===== config.mk =====
export PLATFORM = sky130hd
export DESIGN_NAME = tdc_codec
export DESIGN_NICKNAME = d
export VERILOG_FILES = /design/src/design/tdc_pkg.sv /design/src/design/tdc_codec.sv
export SDC_FILE = /design/constraint.sdc
export NUM_CORES = 1
export LEC_CHECK = 0
export BUFFER_PORTS_ARGS = -buffer_cell sky130_fd_sc_hd__buf_2
export CORE_ASPECT_RATIO = 1.5
export CORE_UTILIZATION = 53
export CTS_BUF_LIST = sky130_fd_sc_hd__clkbuf_16
export CTS_CLUSTER_SIZE = 28
export DETAILED_ROUTE_END_ITERATION = 10
export PLACE_DENSITY = 0.83
export SLEW_MARGIN = 20
export SYNTH_ARGS = -nofsm -noshare
export SYNTH_HDL_FRONTEND = slang
export SYNTH_SLANG_ARGS = --single-unit
export TNS_END_PERCENT = 20

===== constraint.sdc =====
create_clock -name clock -period 5.4 [get_ports clock]
set_input_delay 0.54 -clock clock [delete_from_list [all_inputs] [get_ports clock]]
set_output_delay 0.54 -clock clock [all_outputs]
set_load 0.01 [all_outputs]

===== src/design/tdc_pkg.sv =====
// package: descriptor layout, result codes and timing for the transfer descriptor codec
//
// Behaviour
// - descriptor header is eight bytes before payload
// - byte 1: status, active, toggle, count high
// - byte 5: limiter, direction, requested count high
// - too much received data reports 1000
// - short packet not filling buffer reports 1001
// - memory write too slow on IN reports 1100
// - memory read too slow on OUT reports 1101
// - completion clears active; inactive descriptors skipped
// - toggle holds expected data toggle, updated
// - ten-bit packet byte limit per packet
// - last flag one marks final list entry
// - speed bit zero means full speed
// - ten-bit requested byte count is transfer size
// - limiter bit resets to zero
// - limiter set: one transaction per frame for non-isochronous descriptors only
// - format zero non-isochronous, one isochronous
// - tokens use seven-bit target device address
package tdc_pkg;

    // ------------------------------------------------------------
    // header geometry
    // ------------------------------------------------------------
    localparam int HDR_BYTES = 8;
    localparam int HDR_BITS  = HDR_BYTES * 8;

    // bit positions within the 64-bit header, byte n at bits 8n+7:8n
    localparam int POS_DONE_LO   = 0;
    localparam int POS_DONE_HI   = 8;
    localparam int POS_ACTIVE    = 11;
    localparam int POS_TOGGLE    = 10;
    localparam int POS_STATUS    = 12;
    localparam int POS_LIMIT_LO  = 16;
    localparam int POS_LIMIT_HI  = 24;
    localparam int POS_SPEED     = 26;
    localparam int POS_LAST      = 27;
    localparam int POS_EP        = 28;
    localparam int POS_REQ_LO    = 32;
    localparam int POS_REQ_HI    = 40;
    localparam int POS_DIR       = 42;
    localparam int POS_ONCE      = 45;
    localparam int POS_ADDR      = 48;
    localparam int POS_FORMAT    = 55;

    // ------------------------------------------------------------
    // result codes and direction tokens
    // ------------------------------------------------------------
    localparam logic [3:0] RS_NO_ERROR   = 4'h0;
    localparam logic [3:0] RS_TOO_MUCH   = 4'h8;
    localparam logic [3:0] RS_SHORT      = 4'h9;
    localparam logic [3:0] RS_RSVD_A     = 4'hA;
    localparam logic [3:0] RS_RSVD_B     = 4'hB;
    localparam logic [3:0] RS_MEM_WR     = 4'hC;
    localparam logic [3:0] RS_MEM_RD     = 4'hD;

    typedef enum logic [1:0] {
        TDC_DIR_SETUP = 2'h0,
        TDC_DIR_OUT   = 2'h1,
        TDC_DIR_IN    = 2'h2,
        TDC_DIR_RSVD  = 2'h3
    } tdc_dir_e;

    // ------------------------------------------------------------
    // timing and reset values
    // ------------------------------------------------------------
    localparam int FRAME_US       = 1000;
    localparam int CLK_MHZ        = 250;
    localparam int FRAME_CYCLES   = FRAME_US * CLK_MHZ;
    localparam logic RST_ONCE     = 1'b0;

    // decoded header fields for the transaction engine
    typedef struct packed {
        logic [6:0] target_device_addr;
        logic [3:0] target_endpoint;
        tdc_dir_e   token_direction;
        logic [9:0] packet_byte_limit;
        logic [9:0] requested_byte_count;
        logic       low_speed;
        logic       isochronous;
        logic       last_entry;
        logic       once_per_frame_limiter;
        logic       toggle;
    } tdc_cmd_s;

    // outcome of one transaction, reported by the engine
    typedef struct packed {
        logic       ok;
        logic       too_much_rx_data;
        logic       short_rx_data;
        logic       memory_write_too_slow;
        logic       memory_read_too_slow;
        logic [3:0] other_code;
        logic       data_rx;
        logic [9:0] bytes_done_count;
    } tdc_res_s;

endpackage


===== src/design/tdc_codec.sv =====
// transfer descriptor codec: header decode, per-frame gating and write-back
`timescale 1ns/1ns
module tdc_codec #(
    parameter int FRAME_CYCLES = tdc_pkg::FRAME_CYCLES
) (
    // clock and reset
    input  wire logic                          clock,
    input  wire logic                          rstn,
    // header from buffer RAM
    input  wire logic                          hdr_valid,
    input  wire logic [tdc_pkg::HDR_BITS-1:0]  hdr_in,
    // frame start from the frame timer
    input  wire logic                          frame_start,
    // result from the transaction engine
    input  wire logic                          res_valid,
    input  wire tdc_pkg::tdc_res_s             res_in,
    // command toward the transaction engine
    output logic                               cmd_valid,
    output tdc_pkg::tdc_cmd_s                  cmd_out,
    // descriptor skipped (inactive, reserved token, or limited)
    output logic                               skip_pulse,
    output logic                               list_end,
    // written-back header toward buffer RAM
    output logic                               wb_valid,
    output logic [tdc_pkg::HDR_BITS-1:0]       wb_hdr
);

    // ------------------------------------------------------------
    // state
    // ------------------------------------------------------------
    typedef enum logic [1:0] {
        TDC_IDLE = 2'b00,
        TDC_BUSY = 2'b01,
        TDC_DONE = 2'b11
    } tdc_state_e;

    tdc_state_e                      state_r;
    logic [tdc_pkg::HDR_BITS-1:0]    hdr_r;
    logic                            limit_used_r;
    logic [$clog2(FRAME_CYCLES)-1:0] frame_cnt_r;
    logic                            frame_tick;

    // ------------------------------------------------------------
    // decode
    // ------------------------------------------------------------
    logic                            in_active;
    logic                            in_once;
    logic                            in_iso;
    tdc_pkg::tdc_dir_e               in_dir;
    logic                            accept;
    logic                            blocked;
    tdc_pkg::tdc_cmd_s               dec;
    logic [3:0]                      code_nxt;

    assign in_active = hdr_in[tdc_pkg::POS_ACTIVE];
    assign in_once   = hdr_in[tdc_pkg::POS_ONCE];
    assign in_iso    = hdr_in[tdc_pkg::POS_FORMAT];
    assign in_dir    = tdc_pkg::tdc_dir_e'(hdr_in[tdc_pkg::POS_DIR +: 2]);

    // limiter only applies to non-isochronous descriptors; at a frame
    // boundary the old use no longer counts, so the first header of a frame passes
    assign blocked = in_once && !in_iso && limit_used_r && !frame_tick;
    // inactive or reserved-token descriptors are never executed
    assign accept  = hdr_valid && (state_r == TDC_IDLE) && in_active
                     && (in_dir != tdc_pkg::TDC_DIR_RSVD) && !blocked;

    // field extraction
    always_comb begin
        dec.target_device_addr     = hdr_in[tdc_pkg::POS_ADDR +: 7];
        dec.target_endpoint        = hdr_in[tdc_pkg::POS_EP +: 4];
        dec.token_direction        = in_dir;
        dec.packet_byte_limit      = {hdr_in[tdc_pkg::POS_LIMIT_HI +: 2],
                                      hdr_in[tdc_pkg::POS_LIMIT_LO +: 8]};
        dec.requested_byte_count   = {hdr_in[tdc_pkg::POS_REQ_HI +: 2],
                                      hdr_in[tdc_pkg::POS_REQ_LO +: 8]};
        dec.low_speed              = hdr_in[tdc_pkg::POS_SPEED];
        dec.isochronous            = in_iso;
        dec.last_entry             = hdr_in[tdc_pkg::POS_LAST];
        dec.once_per_frame_limiter = in_once;
        dec.toggle                 = hdr_in[tdc_pkg::POS_TOGGLE];
    end

    // result code selection; reserved codes fall back to no-error
    always_comb begin
        if (res_in.too_much_rx_data) begin
            code_nxt = tdc_pkg::RS_TOO_MUCH;
        end else if (res_in.memory_write_too_slow) begin
            code_nxt = tdc_pkg::RS_MEM_WR;
        end else if (res_in.memory_read_too_slow) begin
            code_nxt = tdc_pkg::RS_MEM_RD;
        end else if (res_in.short_rx_data) begin
            code_nxt = tdc_pkg::RS_SHORT;
        end else if (res_in.ok) begin
            code_nxt = tdc_pkg::RS_NO_ERROR;
        end else if (res_in.other_code == tdc_pkg::RS_RSVD_A ||
                     res_in.other_code == tdc_pkg::RS_RSVD_B) begin
            code_nxt = tdc_pkg::RS_NO_ERROR;
        end else begin
            code_nxt = res_in.other_code;
        end
    end

    // ------------------------------------------------------------
    // frame timer: free-running 1 ms, resynced by frame_start
    // ------------------------------------------------------------
    assign frame_tick = frame_start || (frame_cnt_r == ($clog2(FRAME_CYCLES))'(FRAME_CYCLES - 1));

    always_ff @(posedge clock) begin
        if (!rstn || frame_tick) begin
            frame_cnt_r <= '0;
        end else begin
            frame_cnt_r <= frame_cnt_r + 1'b1;
        end
    end

    // one limited transaction per frame; a use in the tick cycle belongs to the
    // new frame, so the set wins over the clear
    always_ff @(posedge clock) begin
        if (!rstn) begin
            limit_used_r <= 1'b0;
        end else if (accept && in_once && !in_iso) begin
            limit_used_r <= 1'b1;
        end else if (frame_tick) begin
            limit_used_r <= 1'b0;
        end
    end

    // ------------------------------------------------------------
    // sequencing
    // ------------------------------------------------------------
    always_ff @(posedge clock) begin
        if (!rstn) begin
            state_r <= TDC_IDLE;
        end else begin
            case (state_r)
                TDC_IDLE: if (accept) state_r <= TDC_BUSY;
                TDC_BUSY: if (res_valid) state_r <= TDC_DONE;
                TDC_DONE: state_r <= TDC_IDLE;
                default:  state_r <= TDC_IDLE;
            endcase
        end
    end

    // latch header, then merge write-back fields
    always_ff @(posedge clock) begin
        if (!rstn) begin
            hdr_r <= '0;
        end else if (accept) begin
            hdr_r <= hdr_in;
        end else if (state_r == TDC_BUSY && res_valid) begin
            hdr_r[tdc_pkg::POS_DONE_LO +: 8] <= res_in.bytes_done_count[7:0];
            hdr_r[tdc_pkg::POS_DONE_HI +: 2] <= res_in.bytes_done_count[9:8];
            hdr_r[tdc_pkg::POS_STATUS +: 4]  <= code_nxt;
            hdr_r[tdc_pkg::POS_ACTIVE]       <= 1'b0;
            if (res_in.data_rx) begin
                hdr_r[tdc_pkg::POS_TOGGLE] <= ~hdr_r[tdc_pkg::POS_TOGGLE];
            end
        end
    end

    // command outputs
    always_ff @(posedge clock) begin
        if (!rstn) begin
            cmd_valid <= 1'b0;
            cmd_out   <= '0;
        end else begin
            cmd_valid <= accept;
            if (accept) begin
                cmd_out <= dec;
            end
        end
    end

    // skip and list-end pulses
    always_ff @(posedge clock) begin
        if (!rstn) begin
            skip_pulse <= 1'b0;
            list_end   <= 1'b0;
        end else begin
            skip_pulse <= hdr_valid && (state_r == TDC_IDLE) && !accept;
            list_end   <= hdr_valid && (state_r == TDC_IDLE)
                          && hdr_in[tdc_pkg::POS_LAST];
        end
    end

    // write-back pulse one cycle after the merge
    always_ff @(posedge clock) begin
        if (!rstn) begin
            wb_valid <= 1'b0;
            wb_hdr   <= '0;
        end else begin
            wb_valid <= (state_r == TDC_DONE);
            wb_hdr   <= hdr_r;
        end
    end

    // ------------------------------------------------------------
    // checks
    // ------------------------------------------------------------
    a_active_cleared: assert property (@(posedge clock) disable iff (!rstn)
        wb_valid |-> !wb_hdr[tdc_pkg::POS_ACTIVE])
        else $error("write-back left active set");
    a_no_rsvd_code: assert property (@(posedge clock) disable iff (!rstn)
        wb_valid |-> (wb_hdr[tdc_pkg::POS_STATUS +: 4] != tdc_pkg::RS_RSVD_A &&
                      wb_hdr[tdc_pkg::POS_STATUS +: 4] != tdc_pkg::RS_RSVD_B))
        else $error("reserved result written");
    // result codes land in the write-back two cycles after the result
    a_overrun_code: assert property (@(posedge clock) disable iff (!rstn)
        (state_r == TDC_BUSY && res_valid && res_in.too_much_rx_data)
        |-> ##2 wb_valid && wb_hdr[tdc_pkg::POS_STATUS +: 4] == tdc_pkg::RS_TOO_MUCH)
        else $error("too much data not reported");
    a_short_code: assert property (@(posedge clock) disable iff (!rstn)
        (state_r == TDC_BUSY && res_valid && res_in.short_rx_data && !res_in.too_much_rx_data
         && !res_in.memory_write_too_slow && !res_in.memory_read_too_slow)
        |-> ##2 wb_hdr[tdc_pkg::POS_STATUS +: 4] == tdc_pkg::RS_SHORT)
        else $error("short packet not reported");
    a_memwr_code: assert property (@(posedge clock) disable iff (!rstn)
        (state_r == TDC_BUSY && res_valid && res_in.memory_write_too_slow
         && !res_in.too_much_rx_data)
        |-> ##2 wb_hdr[tdc_pkg::POS_STATUS +: 4] == tdc_pkg::RS_MEM_WR)
        else $error("memory write stall not reported");
    a_memrd_code: assert property (@(posedge clock) disable iff (!rstn)
        (state_r == TDC_BUSY && res_valid && res_in.memory_read_too_slow
         && !res_in.too_much_rx_data && !res_in.memory_write_too_slow)
        |-> ##2 wb_hdr[tdc_pkg::POS_STATUS +: 4] == tdc_pkg::RS_MEM_RD)
        else $error("memory read stall not reported");
    a_toggle_flip: assert property (@(posedge clock) disable iff (!rstn)
        (state_r == TDC_BUSY && res_valid && res_in.data_rx)
        |-> ##2 wb_hdr[tdc_pkg::POS_TOGGLE] != $past(hdr_r[tdc_pkg::POS_TOGGLE], 2))
        else $error("toggle not updated");
    a_skip_inactive: assert property (@(posedge clock) disable iff (!rstn)
        (hdr_valid && state_r == TDC_IDLE && !in_active) |=> skip_pulse && !cmd_valid)
        else $error("inactive descriptor executed");
    a_once_limit: assert property (@(posedge clock) disable iff (!rstn)
        (hdr_valid && state_r == TDC_IDLE && in_once && !in_iso && limit_used_r && !frame_tick)
        |=> skip_pulse && !cmd_valid)
        else $error("second limited transaction in frame");
    a_limit_used: assert property (@(posedge clock) disable iff (!rstn)
        (accept && in_once && !in_iso) |=> limit_used_r)
        else $error("limited transaction not recorded");
    a_frame_clear: assert property (@(posedge clock) disable iff (!rstn)
        (frame_tick && !(accept && in_once && !in_iso)) |=> !limit_used_r)
        else $error("frame boundary left limiter used");

    // decoded fields follow the header as it stood at the accept edge
    a_cmd_fields: assert property (@(posedge clock) disable iff (!rstn)
        accept |=> cmd_valid
                   && cmd_out.target_device_addr == $past(hdr_in[tdc_pkg::POS_ADDR +: 7]))
        else $error("device address mismatch");
    a_cmd_endpoint: assert property (@(posedge clock) disable iff (!rstn)
        accept |=> cmd_out.target_endpoint == $past(hdr_in[tdc_pkg::POS_EP +: 4]))
        else $error("endpoint mismatch");
    a_cmd_direction: assert property (@(posedge clock) disable iff (!rstn)
        accept |=> cmd_out.token_direction == $past(hdr_in[tdc_pkg::POS_DIR +: 2]))
        else $error("direction token mismatch");
    a_cmd_limit: assert property (@(posedge clock) disable iff (!rstn)
        accept |=> cmd_out.packet_byte_limit == $past({hdr_in[tdc_pkg::POS_LIMIT_HI +: 2],
                                                       hdr_in[tdc_pkg::POS_LIMIT_LO +: 8]}))
        else $error("packet byte limit mismatch");
    a_cmd_count: assert property (@(posedge clock) disable iff (!rstn)
        accept |=> cmd_out.requested_byte_count == $past({hdr_in[tdc_pkg::POS_REQ_HI +: 2],
                                                          hdr_in[tdc_pkg::POS_REQ_LO +: 8]}))
        else $error("requested byte count mismatch");
    a_cmd_speed: assert property (@(posedge clock) disable iff (!rstn)
        accept |=> cmd_out.low_speed == $past(hdr_in[tdc_pkg::POS_SPEED]))
        else $error("speed bit mismatch");
    a_cmd_format: assert property (@(posedge clock) disable iff (!rstn)
        accept |=> cmd_out.isochronous == $past(hdr_in[tdc_pkg::POS_FORMAT]))
        else $error("format bit mismatch");
    a_cmd_toggle: assert property (@(posedge clock) disable iff (!rstn)
        accept |=> cmd_out.toggle == $past(hdr_in[tdc_pkg::POS_TOGGLE]))
        else $error("toggle bit mismatch");
    a_cmd_limiter: assert property (@(posedge clock) disable iff (!rstn)
        accept |=> cmd_out.once_per_frame_limiter == $past(hdr_in[tdc_pkg::POS_ONCE]))
        else $error("limiter bit mismatch");

    // reserved tokens never reach the engine; the last flag shows for any header offered while idle
    a_rsvd_token: assert property (@(posedge clock) disable iff (!rstn)
        (hdr_valid && state_r == TDC_IDLE && hdr_in[tdc_pkg::POS_DIR +: 2] == tdc_pkg::TDC_DIR_RSVD)
        |=> skip_pulse && !cmd_valid)
        else $error("reserved token executed");
    a_last_flag: assert property (@(posedge clock) disable iff (!rstn)
        (hdr_valid && state_r == TDC_IDLE && hdr_in[tdc_pkg::POS_LAST]) |=> list_end)
        else $error("last descriptor not flagged");

    // write-back lands two cycles after the result, with the engine's byte count
    a_wb_timing: assert property (@(posedge clock) disable iff (!rstn)
        (state_r == TDC_BUSY && res_valid) |-> ##2 wb_valid)
        else $error("write-back missing");
    a_done_count: assert property (@(posedge clock) disable iff (!rstn)
        (state_r == TDC_BUSY && res_valid) |-> ##2
        {wb_hdr[tdc_pkg::POS_DONE_HI +: 2], wb_hdr[tdc_pkg::POS_DONE_LO +: 8]}
        == $past(res_in.bytes_done_count, 2))
        else $error("done byte count mismatch");

    c_full_txn: cover property (@(posedge clock) disable iff (!rstn) accept ##[1:20] wb_valid);
    c_skip:     cover property (@(posedge clock) disable iff (!rstn) skip_pulse);
    c_last:     cover property (@(posedge clock) disable iff (!rstn) list_end && cmd_valid);
    c_limited:  cover property (@(posedge clock) disable iff (!rstn) skip_pulse && limit_used_r);
    c_iso_txn:  cover property (@(posedge clock) disable iff (!rstn)
        cmd_valid && cmd_out.isochronous);

endmodule


# [Word level (Yosys, flattened, before mapping)]
# Cells that the tools add are included.
[op_classes] n_eq_ne=8 add_sub_neg=1 n_reduce_logical=26 mux=14 n_bitwise=1
[ops] operator="$mux 16" count=2
[ops] operator="$mux 4" count=6
[ops] operator="$add 18x1->18 const B" count=1
[ops] operator="$eq 18x18->1 const B" count=1
[ops] operator="$logic_and 1x1->1" count=12
[ops] operator="$eq 4x4->1 const B" count=2
[ops] operator="$ne 2x2->1 const B" count=3
[ops] operator="$reduce_bool 2->1" count=3
[ops] operator="$logic_not 1->1" count=5
[ops] operator="$mux 2" count=2
[ops] operator="$pmux 2 s2" count=1
[ops] operator="$reduce_and 2->1" count=2
[ops] operator="$logic_or 1x1->1" count=3
[ops] operator="$mux 1" count=3
[ops] operator="$eq 2x1->1 const B" count=1
[ops] operator="$eq 2x2->1 const B" count=1
[ops] operator="$logic_not 2->1" count=1
[ops] operator="$not 1->1" count=1
[totals] ff_bits=191 inputBits=89 out_inout_bits=106

# [Longest topological paths before layout]
[depth] ltp_word=10 ltp_mapped=8 depth_no_buf=6

# [Least setup slack after synthesis]
# No wires, ideal clock.
[synth_path] kind="in2reg" startpoint="input hdr_valid" endpoint="register hdr_r[10] in the netlist's numbering" path_stages=6 setup_ns=0.116 arrival_time_ns=1.817 path_buffers=2 path_slack_ns=3.467 path_cell_list="nor4bb_1 > nand2_1 > o31a_1 > buf_2 > buf_2 > a31o_2"
[synth_via] elab_chain_cells=6 word_cells_on_any_way=8 cone_classes="1 x mux; 7 x reduce/logical"
[synth_rtl] item="from (decl)" line_no="tdc_codec.sv:10" rtl="input wire logic hdr_valid,"
[synth_rtl] item="$logic_and 1x1->1 (*) (2 in a row)" line_no="tdc_codec.sv:64" rtl="assign accept = hdr_valid && (state_r == TDC_IDLE) && in_active"
[synth_rtl] item="$logic_and 1x1->1 (*) (2 in a row)" line_no="tdc_codec.sv:65" rtl="&& (in_dir != tdc_pkg::TDC_DIR_RSVD) && !blocked;"
[synth_rtl] item="$reduce_bool 2->1 (no line)"
[synth_rtl] item="$reduce_and 2->1 (no line)"
[synth_rtl] item="to (signal assigned)" line_no="tdc_codec.sv:149" rtl="hdr_r <= hdr_in;"
[synth_rtl] item="to (signal, indexed assignment)" line_no="tdc_codec.sv:151" rtl="hdr_r[tdc_pkg::POS_DONE_LO +: 8] <= res_in.bytes_done_count[7:0];"
[synth_rtl] item="to (signal, indexed assignment)" line_no="tdc_codec.sv:152" rtl="hdr_r[tdc_pkg::POS_DONE_HI +: 2] <= res_in.bytes_done_count[9:8];"
[synth_rtl] item="to (decl)" line_no="tdc_codec.sv:38" rtl="logic [tdc_pkg::HDR_BITS-1:0] hdr_r;"
# Every way passes the cells marked *; elsewhere a longest branch is shown, timed or not.
# A chain may end at the register's enable or synchronous reset.

# [Final worst setup path]
[layout_path] startpoint="register frame_cnt_r[0]" endpoint="register hdr_r[2] in the netlist's numbering"
[layout_via] elab_chain_cells=7 word_cells_on_any_way=8 cone_classes="1 x eq/ne; 1 x mux; 6 x reduce/logical"
[layout_rtl] item="from (decl)" line_no="tdc_codec.sv:40" rtl="logic [$clog2(FRAME_CYCLES)-1:0] frame_cnt_r;"
[layout_rtl] item="from (signal assigned)" line_no="tdc_codec.sv:112" rtl="frame_cnt_r <= frame_cnt_r + 1'b1;"
[layout_rtl] item="$eq 18x18->1 (*)" line_no="tdc_codec.sv:106" rtl="assign frame_tick = frame_start || (frame_cnt_r == ($clog2(FRAME_CYCLES))'(FRAME_CYCLES - 1));"
[layout_rtl] item="$logic_or 1x1->1 (*)" line_no="tdc_codec.sv:106"
[layout_rtl] item="$logic_not 1->1 (*)" line_no="tdc_codec.sv:62" rtl="assign blocked = in_once && !in_iso && limit_used_r && !frame_tick;"
[layout_rtl] item="$logic_and 1x1->1 (*)" line_no="tdc_codec.sv:62"
[layout_rtl] item="$logic_not 1->1 (*)" line_no="tdc_codec.sv:65"
[layout_rtl] item="$logic_and 1x1->1 (*)" line_no="tdc_codec.sv:65"
[layout_rtl] item="$mux 16 / $reduce_bool 2->1 (equally long branches)"
# Marks and branches as above.

==> results.sh <==
export IMPL_rr_endpoint="hdr_r[2]"
export IMPL_initial_core_util_pct=54.3
export IMPL_cts_clk_slew_worst_paths_ns=0.06
export IMPL_place_inst=844
export IMPL_gp_congestion=0.849
export IMPL_clockRootBuffer="clkbuf_16"
export IMPL_path_class="reg2reg"
export IMPL_yosysWarnings=0
export IMPL_cts_resized=0
export IMPL_rsz0062_at_grt="false"
export IMPL_seq_area_frac_synth_pct=56.3
export IMPL_crit_fanout=11
export IMPL_vias=4485
export IMPL_endpoint="hdr_r[2]"
export IMPL_synthDistinctLibCells=47
export IMPL_critical_path_depth=6
export IMPL_cellLeakagePower_nw=3.46
export IMPL_syn_area_per_cell_sq_um=9.17
export IMPL_insertion_delay_ns=0.41
export IMPL_grt_pass1_vias=4396
export IMPL_crit_path_end_kind="register"
export IMPL_reg2reg_slack_ns=2.98
export IMPL_yosysMostFrequentCell="dfxtp_1"
export IMPL_worstPathBufferInverterCount=0
export IMPL_peakVddDrop_v=0.000239
export IMPL_drtAntennaViolNets=0
export IMPL_period_minus_slack_ns=2.42
export IMPL_fin_ws_ns=2.98
export IMPL_ctsLongestPathBuffers=2
export IMPL_required_ns=5.65
export IMPL_fillers=785
export IMPL_grt_overflow_total=0
export IMPL_worst_pin_slew_ns=0.861
export IMPL_synthCells=597
export IMPL_grtUsageTotal_pct=22.9
export IMPL_path_cells="ha_1 > nand3_1 > nand3b_1 > o31a_2 > a21oi_1 > o32ai_1"
export IMPL_violations="design-rule violations"
export IMPL_synth_area_leader_cell="dfxtp_1"
export IMPL_tns_ns=0
export IMPL_cp_slowest_cell="a21oi_1"
export IMPL_power_density_nw_per_um2=374
export IMPL_htree_levels=4
export IMPL_syn_nets=687
export IMPL_drv_cap=0
export IMPL_regToRegStartpoint="frame_cnt_r[0]"
export IMPL_cts_tree="done"
export IMPL_skew_ns=0.00935
export IMPL_hold_path_startpoint="hdr_in[24]"
export IMPL_ys_ff_latch=154
export IMPL_cp_top_family="compound AO/OA/AOI/OAI gates"
export IMPL_start_kind="register"
export IMPL_final_cells=874
export IMPL_viasPerCell=5.13
export IMPL_synth_top_area_share_pct=56.3
export IMPL_hpwl_um=8320
export IMPL_pre_cts_ws_ns=2.85
export IMPL_first_pass_iters=8
export IMPL_ys_top_cells_by_area="dfxtp_1, nand2_1, and2_1"
export IMPL_fin_crit_sh_pct=44.8
export IMPL_post_drt_wl_per_cell_um=13.6
export IMPL_hold_violations=0
export IMPL_fmax_ghz=0.413
export IMPL_cts_setup_buffers=0
export IMPL_synth_edf_count=0
export IMPL_antenna_found_initial=0
export IMPL_crit_arrival_ns=2.67
export IMPL_hold_buffers=0
export IMPL_outcome="finished with violations"
export IMPL_slew_viol_final=0
export IMPL_wirelength_um=11900
export IMPL_cts_made_buffers=17
export IMPL_grt_pass1_wl_um=19500
export IMPL_synthTopCellsByCount="dfxtp_1, nand2_1, and2_1, nand3_1, buf_4"
export IMPL_die_w_um=85.0
export IMPL_place_area_sq_um=6210
export IMPL_cpPeakStageDelay_ns=0.67
export IMPL_areaGrowthSynthToFinish_pct=24.2
export IMPL_cp_startpoint="frame_cnt_r[0]"
export IMPL_clkSinkCount=154
export IMPL_hold_path_class="in2reg"
export IMPL_ys_flop_type="dfxtp_1"
export IMPL_dieArea_sq_um=10700
export IMPL_setup_violations=0
export IMPL_dr_first_iter_drc_count=211
export IMPL_grt_max_degree=94
export IMPL_rows=45
export IMPL_final_nets=836
export IMPL_io_buffers=194
export IMPL_die_h_um=126
export IMPL_core_sq_um=10100
export IMPL_drc=14
export IMPL_diodes=0
export IMPL_netlist_area_sq_um=5470
export IMPL_final_area_sq_um=6800
export IMPL_ff2ff_path_depth=6
export IMPL_ios=195
export IMPL_drive_gt1_share_pct=30.5
export IMPL_slew_headroom_pct=42.6
export IMPL_async_reset_ff_share_pct=0
export IMPL_whs_ns=0.343
-- per-layer routing --
layer | global-route usage (%) | vias to the layer above | part of all wire [%]
met5 | 0 | - | 0
met4 | 14.0 | 0 | 3.9
met3 | 4.10 | 36 | 4.8
met2 | 39.9 | 164 | 52
met1 | 25.9 | 2074 | 39
li1 | - | 2211 | -
-- registers in the layout, summed over array words and instances, names as in the netlist --
name,count
wb_valid,1
hdr_r,64
wb_hdr,64
state_r,2
list_end,1
frame_cnt_r,18
cmd_out,1
cmd_valid,1
skip_pulse,1
limit_used_r,1
-- logic make-up after synthesis --
family | Yosys count | share of synthesized area [%]
and+or+nand+nor | 276 | 24.0
adders and majority gates | 1 | 0.229
buffers and inverters | 92 | 9.26
DFF | 154 | 56.3
xor gates and xnor gates | 16 | 2.56
AOI/OAI and AO/OA | 58 | 7.59
-- worst reg2reg max path, delay by kind of cell, from the launching register on --
family | cells | cell delay [ns]
AOI/OAI and AO/OA | 3 | 1.24
DFF | 1 | 0.35
adders and majority gates | 1 | 0.24
and+or+nand+nor | 2 | 0.42
-- placed cells by master (no fill, tap or decap), drive strengths merged, types with 2 or more instances in the layout --
cell	netlist	layout
clkinv	0	5
inv	24	28
bufinv	0	4
nor4bb	2	2
clkbuf	17	17
nor3	3	3
a31o	2	2
dfxtp	154	154
o21ai	5	5
o31ai	2	2
xor2	11	11
and4	2	2
buf	51	198
nand4	5	5
a211oi	3	3
nor4b	2	2
nor2	28	28
nand2	120	120
nor4	3	3
a21oi	24	24
nand2b	2	2
a22o	2	2
xnor2	5	5
and2	51	51
o32ai	11	11
and3	4	4
nand3	51	51
-- where the power goes --
part           switching, mW  internal [mW]
combinational          0.104         0.0735
clock                  0.418          0.757
sequential            0.0143           1.18
total                  0.536           2.01
-- stage by stage --
stage                     total power [mW]  util, %
after floorplan                       1.33        -
after global placement                1.39     61.6
after detailed placement              1.40     61.6
after CTS                             2.57     67.5
after global routing                  2.63     67.5
final                                 2.55     67.5
-- final cells by class --
cell class	count	area [sq um]	area share [%]
Multi-Input combinational cell	351	1890	27.8
Sequential cell	154	3080	45.3
Tap cell	117	146	2.15
Timing Repair Buffer	198	1000	14.8
Clock inverter	13	161	2.37
Inverter	24	90.1	1.32
Clock buffer	17	425	6.26
-- worst min-delay path by stage --
stage / cells past startpoint / endpoint / slack (ns)
after detailed placement: 2 / wb_hdr[6] / 0.42
after CTS: 3 / hdr_r[24] / 0.34
final: 3 / hdr_r[24] / 0.34
after floorplan: 2 / wb_hdr[14] / 0.40
after global routing: 3 / hdr_r[36] / 0.34
after global placement: 2 / wb_hdr[0] / 0.42
Power figures use the tool's default switching activity.
